**config.mk**
```make
export PLATFORM = sky130hd
export DESIGN_NAME = eec_host_flat
export DESIGN_NICKNAME = d
export VERILOG_FILES = /design/src/eec_pkg.sv /design/src/eec_link_if.sv /design/src/eec_host.sv /design/src/flat_wrapper.sv
export SDC_FILE = /design/constraint.sdc
export NUM_CORES = 1
export LEC_CHECK = 0
export ABC_CLOCK_PERIOD_IN_PS = 6100
export BUFFER_PORTS_ARGS = -buffer_cell sky130_fd_sc_hd__buf_2
export CORE_ASPECT_RATIO = 1.1
export CORE_MARGIN = 3
export CORE_UTILIZATION = 50
export DETAILED_ROUTE_END_ITERATION = 12
export GPL_ROUTABILITY_DRIVEN = 0
export HOLD_SLACK_MARGIN = 0.15
export PLACE_DENSITY = 0.68
export SLEW_MARGIN = 25
export SYNTH_ARGS = -nofsm -noshare
export SYNTH_HDL_FRONTEND = slang
export SYNTH_SLANG_ARGS = --single-unit
```
**constraint.sdc**
```tcl
create_clock -name core_clk -period 6.1 [get_ports core_clk]
set_input_delay 0.61 -clock core_clk [delete_from_list [all_inputs] [get_ports core_clk]]
set_output_delay 0.61 -clock core_clk [all_outputs]
set_load 0.005 [all_outputs]
```
**src/eec_pkg.sv**
```systemverilog
/*
 * Shared constants and types for the three-wire serial memory link.
 * Assumes both ends run on one 250 MHz core clock.
 */
package eec_pkg;
    localparam int CORE_MHZ = 250;
    // shift clock half period and chip select low time, least times
    localparam int T_SKH_NS = 250;
    localparam int SKH_CYC  = (T_SKH_NS * CORE_MHZ + 999) / 1000;
    localparam int T_CS_NS  = 250;
    localparam int CS_CYC   = (T_CS_NS * CORE_MHZ + 999) / 1000;
    // program cycle, longest time
    localparam int T_WP_MS  = 10;
    localparam int WP_CYC   = T_WP_MS * CORE_MHZ * 1000;

    localparam logic [1:0] OP_SUB   = 2'h0;
    localparam logic [1:0] OP_WRITE = 2'h1;
    localparam logic [1:0] OP_READ  = 2'h2;
    localparam logic [1:0] OP_ERASE = 2'h3;
    localparam logic [1:0] SUB_LOCK   = 2'h0;
    localparam logic [1:0] SUB_FILL   = 2'h1;
    localparam logic [1:0] SUB_CLEAR  = 2'h2;
    localparam logic [1:0] SUB_UNLOCK = 2'h3;

    localparam logic [4:0] ABITS_X8  = 5'h09;
    localparam logic [4:0] ABITS_X16 = 5'h08;
    localparam logic [4:0] DBITS_X8  = 5'h08;
    localparam logic [4:0] DBITS_X16 = 5'h10;
    localparam logic [4:0] HEAD_BITS = 5'h03;
    localparam int         FRAME_W   = 28;
    localparam int         MEM_BYTES = 512;
    localparam logic [7:0] ERASED    = 8'hFF;

    typedef enum logic [2:0] {
        EEC_READ, EEC_UNLOCK, EEC_LOCK, EEC_ERASE, EEC_WRITE, EEC_CLEAR, EEC_FILL
    } eec_cmd_t;
endpackage : eec_pkg

```
**src/eec_link_if.sv**
```systemverilog
/*
 * Three-wire link between the memory end and the controlling end.
 * Assumes both ends share core_clk; every wire has one driver.
 */
`timescale 1ns/1ns
interface eec_link_if;
    logic chip_select;
    logic shift_clock;
    logic serial_in;
    logic serial_out;
    logic width_select_pin;

    modport dev (input chip_select, input shift_clock, input serial_in,
                 input width_select_pin, output serial_out);
    modport host (output chip_select, output shift_clock, output serial_in,
                  output width_select_pin, input serial_out);
endinterface : eec_link_if

```
**src/eec_host.sv**
```systemverilog
/*
 * Controlling end: turns user commands into serial frames, polls the
 * program cycle and buffers read words in a FIFO.
 * Assumes serial_out is asynchronous to core_clk.
 */
`timescale 1ns/1ns
module eec_fifo #(
    parameter int W = 16,
    parameter int D = 8
) (
    input  wire logic         core_clk,
    input  wire logic         sys_rst,
    input  wire logic         in_valid,
    output logic              in_ready,
    input  wire logic [W-1:0] in_data,
    output logic              out_valid,
    input  wire logic         out_ready,
    output logic [W-1:0]      out_data
);
    localparam int AW = $clog2(D);
    logic [W-1:0]  buf_r [D];
    logic [AW-1:0] wp_r, wp_nxt, rp_r, rp_nxt;
    logic [AW:0]   n_r, n_nxt;
    logic          push, pop;

    assign in_ready  = n_r != (AW+1)'(D);
    assign out_valid = n_r != '0;
    assign out_data  = buf_r[rp_r];
    assign push      = in_valid && in_ready;
    assign pop       = out_valid && out_ready;

    always_comb begin
        wp_nxt = push ? (wp_r == AW'(D - 1) ? '0 : wp_r + 1'b1) : wp_r;
        rp_nxt = pop ? (rp_r == AW'(D - 1) ? '0 : rp_r + 1'b1) : rp_r;
        n_nxt  = n_r + (AW+1)'(push) - (AW+1)'(pop);
    end

    always_ff @(posedge core_clk or posedge sys_rst) begin
        if (sys_rst) begin
            wp_r <= '0;
            rp_r <= '0;
            n_r  <= '0;
        end else begin
            wp_r <= wp_nxt;
            rp_r <= rp_nxt;
            n_r  <= n_nxt;
        end
    end

    // storage needs no reset: empty entries are never presented
    always_ff @(posedge core_clk) begin
        if (push)
            buf_r[wp_r] <= in_data;
    end
endmodule : eec_fifo

module eec_host (
    input  wire logic              core_clk,
    input  wire logic              sys_rst,
    input  wire logic              cmd_valid,
    output logic                   cmd_ready,
    input  wire eec_pkg::eec_cmd_t cmd_op,
    input  wire logic [8:0]        cmd_addr,
    input  wire logic [15:0]       cmd_data,
    input  wire logic              wide_mode,
    output logic                   rd_valid,
    input  wire logic              rd_ready,
    output logic [15:0]            rd_data,
    eec_link_if.host               link
);
    typedef enum logic [2:0] {H_IDLE, H_SHIFT, H_PUSH, H_GAP, H_POLL} eec_hst_t;
    localparam int FW = eec_pkg::FRAME_W;

    eec_hst_t        st_r, st_nxt;
    logic [FW-1:0]   fr_r, fr_nxt, fr_new;
    logic [4:0]      bit_r, bit_nxt, nb_r, nb_nxt, rs_r, rs_nxt;
    logic [6:0]      ph_r, ph_nxt;
    logic            cs_r, cs_nxt, sk_r, sk_nxt, org_r, org_nxt;
    logic            rd_r, rd_nxt, poll_r, poll_nxt, unl_r, unl_nxt;
    logic            rdy_r, rdy_nxt, fv_r, fv_nxt, fin_rdy;
    logic [15:0]     sr_r, sr_nxt;
    logic [1:0]      so_s;
    logic [4:0]      ab, db;
    logic            wrd, prog;
    logic [1:0]      opc, sub;

    always_ff @(posedge core_clk or posedge sys_rst) begin
        if (sys_rst)
            so_s <= 2'h0;
        else
            so_s <= {so_s[0], link.serial_out};
    end

    assign ab   = wide_mode ? eec_pkg::ABITS_X16 : eec_pkg::ABITS_X8;
    assign db   = wide_mode ? eec_pkg::DBITS_X16 : eec_pkg::DBITS_X8;
    assign wrd  = cmd_op == eec_pkg::EEC_WRITE || cmd_op == eec_pkg::EEC_FILL;
    assign prog = wrd || cmd_op == eec_pkg::EEC_ERASE || cmd_op == eec_pkg::EEC_CLEAR;

    always_comb begin
        case (cmd_op)
            eec_pkg::EEC_READ:   {opc, sub} = {eec_pkg::OP_READ, 2'h0};
            eec_pkg::EEC_ERASE:  {opc, sub} = {eec_pkg::OP_ERASE, 2'h0};
            eec_pkg::EEC_WRITE:  {opc, sub} = {eec_pkg::OP_WRITE, 2'h0};
            eec_pkg::EEC_UNLOCK: {opc, sub} = {eec_pkg::OP_SUB, eec_pkg::SUB_UNLOCK};
            eec_pkg::EEC_LOCK:   {opc, sub} = {eec_pkg::OP_SUB, eec_pkg::SUB_LOCK};
            eec_pkg::EEC_CLEAR:  {opc, sub} = {eec_pkg::OP_SUB, eec_pkg::SUB_CLEAR};
            default:             {opc, sub} = {eec_pkg::OP_SUB, eec_pkg::SUB_FILL};
        endcase
        // left-justify lead bit, opcode, address and data
        fr_new = {1'b1, opc, (opc == eec_pkg::OP_SUB) ? {sub, 7'h00} : cmd_addr, 16'h0000};
        if (wide_mode)
            fr_new = {fr_new[27:25], (opc == eec_pkg::OP_SUB) ? {sub, 6'h00} : cmd_addr[7:0],
                      cmd_data, 1'b0};
        else
            fr_new = {fr_new[27:16], cmd_data[7:0], 8'h00};
    end

    always_comb begin
        st_nxt   = st_r;
        fr_nxt   = fr_r;
        bit_nxt  = bit_r;
        nb_nxt   = nb_r;
        rs_nxt   = rs_r;
        ph_nxt   = ph_r;
        cs_nxt   = cs_r;
        sk_nxt   = sk_r;
        org_nxt  = wide_mode;
        rd_nxt   = rd_r;
        poll_nxt = poll_r;
        unl_nxt  = unl_r;
        rdy_nxt  = rdy_r;
        fv_nxt   = fv_r;
        sr_nxt   = sr_r;
        case (st_r)
            H_IDLE: begin
                if (cmd_valid && rdy_r) begin
                    rdy_nxt  = 1'b0;
                    st_nxt   = H_SHIFT;
                    cs_nxt   = 1'b1;
                    sk_nxt   = 1'b0;
                    ph_nxt   = 7'h00;
                    bit_nxt  = 5'h00;
                    fr_nxt   = fr_new;
                    rd_nxt   = cmd_op == eec_pkg::EEC_READ;
                    rs_nxt   = eec_pkg::HEAD_BITS + ab;
                    nb_nxt   = eec_pkg::HEAD_BITS + ab
                             + ((wrd || cmd_op == eec_pkg::EEC_READ) ? db : 5'h00);
                    // a refused program command never shows busy, so do not poll
                    poll_nxt = prog && unl_r;
                    if (cmd_op == eec_pkg::EEC_UNLOCK)
                        unl_nxt = 1'b1;
                    if (cmd_op == eec_pkg::EEC_LOCK)
                        unl_nxt = 1'b0;
                end
            end
            H_SHIFT: begin
                ph_nxt = ph_r + 7'h01;
                if (ph_r == 7'(eec_pkg::SKH_CYC - 1)) begin
                    ph_nxt = 7'h00;
                    sk_nxt = ~sk_r;
                    if (sk_r) begin
                        if (rd_r && bit_r >= rs_r)
                            sr_nxt = {sr_r[14:0], so_s[1]};
                        fr_nxt  = {fr_r[FW-2:0], 1'b0};
                        bit_nxt = bit_r + 5'h01;
                        if (bit_r == nb_r - 5'h01) begin
                            cs_nxt = 1'b0;
                            st_nxt = rd_r ? H_PUSH : H_GAP;
                            fv_nxt = rd_r;
                        end
                    end
                end
            end
            H_PUSH: begin
                // back-pressure: the link stays idle until the FIFO takes the word
                if (fin_rdy) begin
                    fv_nxt = 1'b0;
                    st_nxt = H_GAP;
                end
            end
            H_GAP: begin
                ph_nxt = ph_r + 7'h01;
                if (ph_r == 7'(eec_pkg::CS_CYC - 1)) begin
                    ph_nxt = 7'h00;
                    if (poll_r) begin
                        poll_nxt = 1'b0;
                        cs_nxt   = 1'b1;
                        st_nxt   = H_POLL;
                    end else begin
                        rdy_nxt = 1'b1;
                        st_nxt  = H_IDLE;
                    end
                end
            end
            H_POLL: begin
                if (so_s[1]) begin
                    cs_nxt = 1'b0;
                    st_nxt = H_GAP;
                end
            end
            default: st_nxt = H_IDLE;
        endcase
    end

    always_ff @(posedge core_clk or posedge sys_rst) begin
        if (sys_rst) begin
            st_r   <= H_IDLE;
            fr_r   <= '0;
            bit_r  <= 5'h00;
            nb_r   <= 5'h00;
            rs_r   <= 5'h00;
            ph_r   <= 7'h00;
            cs_r   <= 1'b0;
            sk_r   <= 1'b0;
            org_r  <= 1'b0;
            rd_r   <= 1'b0;
            poll_r <= 1'b0;
            unl_r  <= 1'b0;
            rdy_r  <= 1'b1;
            fv_r   <= 1'b0;
            sr_r   <= 16'h0000;
        end else begin
            st_r   <= st_nxt;
            fr_r   <= fr_nxt;
            bit_r  <= bit_nxt;
            nb_r   <= nb_nxt;
            rs_r   <= rs_nxt;
            ph_r   <= ph_nxt;
            cs_r   <= cs_nxt;
            sk_r   <= sk_nxt;
            org_r  <= org_nxt;
            rd_r   <= rd_nxt;
            poll_r <= poll_nxt;
            unl_r  <= unl_nxt;
            rdy_r  <= rdy_nxt;
            fv_r   <= fv_nxt;
            sr_r   <= sr_nxt;
        end
    end

    eec_fifo #(.W(16), .D(8)) u_fifo (
        .core_clk  (core_clk),
        .sys_rst   (sys_rst),
        .in_valid  (fv_r),
        .in_ready  (fin_rdy),
        .in_data   (org_r ? sr_r : {8'h00, sr_r[7:0]}),
        .out_valid (rd_valid),
        .out_ready (rd_ready),
        .out_data  (rd_data)
    );

    assign cmd_ready             = rdy_r;
    assign link.chip_select      = cs_r;
    assign link.shift_clock      = sk_r;
    assign link.serial_in        = fr_r[FW-1];
    assign link.width_select_pin = org_r;
endmodule : eec_host

```
**src/flat_wrapper.sv**
```systemverilog
// flat-port wrapper written by rule: the top's interface ports become plain ports
module eec_host_flat 
  (core_clk, sys_rst, cmd_valid, cmd_ready, cmd_op, cmd_addr, cmd_data, wide_mode, rd_valid, rd_ready, rd_data, link_chip_select, link_shift_clock, link_serial_in, link_width_select_pin, link_serial_out);
  eec_link_if link_i ();
  input  wire logic core_clk;
  input  wire logic sys_rst;
  input  wire logic cmd_valid;
  output logic cmd_ready;
  input  wire eec_pkg::eec_cmd_t cmd_op;
  input  wire logic [8:0] cmd_addr;
  input  wire logic [15:0] cmd_data;
  input  wire logic wide_mode;
  output logic rd_valid;
  input  wire logic rd_ready;
  output logic [15:0] rd_data;
  output wire logic [$bits(link_i.chip_select)-1:0] link_chip_select;
  output wire logic [$bits(link_i.shift_clock)-1:0] link_shift_clock;
  output wire logic [$bits(link_i.serial_in)-1:0] link_serial_in;
  output wire logic [$bits(link_i.width_select_pin)-1:0] link_width_select_pin;
  input wire logic [$bits(link_i.serial_out)-1:0] link_serial_out;
  assign link_chip_select = link_i.chip_select;
  assign link_shift_clock = link_i.shift_clock;
  assign link_serial_in = link_i.serial_in;
  assign link_width_select_pin = link_i.width_select_pin;
  assign link_i.serial_out = link_serial_out;
  eec_host u_core (.core_clk(core_clk), .sys_rst(sys_rst), .cmd_valid(cmd_valid), .cmd_ready(cmd_ready), .cmd_op(cmd_op), .cmd_addr(cmd_addr), .cmd_data(cmd_data), .wide_mode(wide_mode), .rd_valid(rd_valid), .rd_ready(rd_ready), .rd_data(rd_data), .link(link_i));
endmodule
```
==> qor.txt <==
Hold_buf cts: 0
Number of setup violations in the final report: 0
Vias in the first global route: 5694
Max-slew violations: 0
PortBufs: 55
Synth Warn #: 0
PnR worst setup slack: 2.91 ns
Postcts setup bufs: 0
Nets@finish: 747
Maximum vdd drop: 0.000258 V
Bufs and invs on worst path: 0
Most common cell in the synthesized netlist: edfxtp_1
Clock skew: 0.0130 ns
Highest clock rate: 0.314 GHz
Pwr Density: 315 mW/mm²
Final Hold Fails: 0
CTS Root Cell: clkbuf_16
Synthesized area per cell: 14.3 µm²
# resized after CTS: 0
RSZ-0062 raised after global routing: no
Data required time of the worst path: 6.45 ns
Max incr delay on CP: 0.88 ns
Family with the most delay on the worst path: simple AND/OR/NAND/NOR gates
Leak pwr: 3.68 nW
Post-route ant nets: 0
Prevailing post-synth register cell: edfxtp_1
First drt pass iteration count: 4
Clock buffer count from CTS: 21
Core area: 0.0178 mm²
Fill count: 1356
Syn nets: 689
Crit-path cells: or3b_1, nor4_4, nand4_4, mux2_1
Initial Util: 51.2%
Period utilisation layout: 52.2%
Max-cap viol count: 0
Critical Path Sink Type: register
Startpoint Class: register
Initial antenna violation count: 0
Drt drc: 0
Total number of vias: 5328
Crit path max fanout: 28
Final TNS setup: 0 ns
First-pass GRT wire length: 29600 µm
Top-area cell type share of the netlist area: 42.2%
Share of layout cells above drive strength 1: 25.8%
Synth area leaders: edfxtp_1 (42%), dfrtp_1 (23%), mux4_2 (7.9%)
Mapped Cells: 636
Die area: 0.0199 mm²
Critical path arrival: 3.54 ns
TritonCTS clock tree: done
WL final: 17800 µm
Min cycle time layout: 3.19 ns
Synth top cells by count: edfxtp_1 (128), dfrtp_1 (82), nand2_1 (61), o21ai_0 (51), mux2_2 (33)
Vias per std cell: 5.63
Reg clk slew, reported paths: 0.06 ns
Worst relative slew slack: 33.6%
Synth Cell Area: 0.00912 mm²
Worst min-delay path class: input pin to register
Maximum root-to-sink buffer count: 3
Die Wd: 135 µm
Post-synthesis sequential area ratio: 65.0%
DR iter-0 viols: 356
Hold_sp: link_serial_out
Class of the most critical setup path: register to register
EDFF count, synth: 128
Worst-Margin Slew: 0.989 ns
Placement row count: 51
GRT Total Usage: 18.6%
DP HPWL: 10800 µm
Per-cell routed wire length: 18.8 µm
Area Growth Syn to Fin: 15.0%
Die Ht: 148 µm
Outcome: finished clean
GRT overflow: 0
Io pins: 56
Slowest CP cell: nor4_4
Critical path origin: u_core.st_r[0]
Clk_lat worst skew: 0.48 ns
Post-synth top area cell: edfxtp_1
Register bit count reported by yosys: 211
Pre-CTS setup slack: 2.93 ns
FFs w/ async S/R, synth: 39.3%
Post-synth cell types: 50
CTS H-tree depth: 1
Largest net degree at the start of global routing: 84
FF-to-FF Start: u_core.st_r[0]
Antenna Cells: 0
Clk sinks: 211
[layout by cell type, fill, tap and decap left out, drive strengths merged, types with 5 or more instances in the layout]
master / instances
nor3: 16
nand4: 5
xnor2: 6
inv: 19
and3: 7
and2: 9
o21ai: 53
nor2b: 5
nor2: 22
clkinv: 5
mux4: 32
clkbuf: 27
o31ai: 6
edfxtp: 128
xor2: 5
nand2: 61
nand3: 9
nand2b: 6
buf: 68
mux2i: 9
dfrtp: 82
mux2: 43
a21oi: 31
ha: 18
[cell families (layout without fill, tap and decap cells)]
logic type      after synthesis  after routing  synth area share [%]
simple gates                150            150                  8.10
buf+inv                      52            124                  2.20
flops                       211            211                  65.0
fa+ha+maj                    19             19                  2.69
mux                          84             84                  14.2
compound gates              109            109                  6.81
xor+xnor                     11             11                  1.06
[report_power, final]
part           switching [mW]  internal, mW  leakage (nW)
clock network           0.535         0.818         0.361
logic                   0.199         0.174          1.39
registers              0.0444          1.53          1.93
[final timing paths]
check | end | slack (ns) | cells past startpoint
worst max register to register | u_core.sr_r[7] | 2.91 | 4
worst min register to register | u_core.so_s[1] | 0.35 | 0
worst min-delay path | u_core.so_s[0] | 0.24 | 1
worst max-delay path | u_core.sr_r[7] | 2.91 | 4
max in group asynchronous | u_core.u_fifo.rp_r[0] | 5.21 | 3
min in group asynchronous | u_core.ph_r[3] | 0.32 | 3
[layer usage]
layer / routed length, µm / up-vias / GRT usage, %
li1: - / 2493 / -
met1: 7430 / 2696 / 24.6
met2: 9430 / 120 / 33.0
met3: 717 / 19 / 2.48
met4: 224 / 0 / 3.87
met5: 0 / - / 0
[per-stage QoR]
step | cells | area (µm²) | hold slack [ns] | total power [mW] | utilization [%]
5_1_grt | 946 | 10500 | 0.229 | 3.44 | 58.9
4_1_cts | 943 | 10400 | 0.223 | 3.34 | 58.6
6_report | 946 | 10500 | 0.237 | 3.30 | 58.9
2_1_floorplan | 636 | 9120 | 0.331 | 1.89 | -
3_3_place_gp | 906 | 9700 | 0.337 | 1.97 | 54.5
3_5_place_dp | 906 | 9700 | 0.338 | 1.99 | 54.5
[layout make-up]
type / count / area (µm²) / area share, %
sequential: 211 / 5920 / 56.5
multi-input combinational: 373 / 3050 / 29.1
clock buffer: 27 / 631 / 6.02
timing repair buffer: 68 / 392 / 3.74
tap: 238 / 298 / 2.84
clock inverter: 10 / 113 / 1.07
inverter: 19 / 72.6 / 0.692
[sequential cells by signal, summed over array words and instances (netlist names), 2 cells and up]
name                 flops
u_core.so_s              2
u_core.u_fifo.rp_r       3
u_core.nb_r              4
u_core.bit_r             5
u_core.st_r              3
u_core.u_fifo.wp_r       3
u_core.u_fifo.buf_r    128
u_core.u_fifo.n_r        4
u_core.sr_r             16
u_core.ph_r              7
u_core.fr_r             27
No activity file was read; power rests on OpenSTA's default activity.
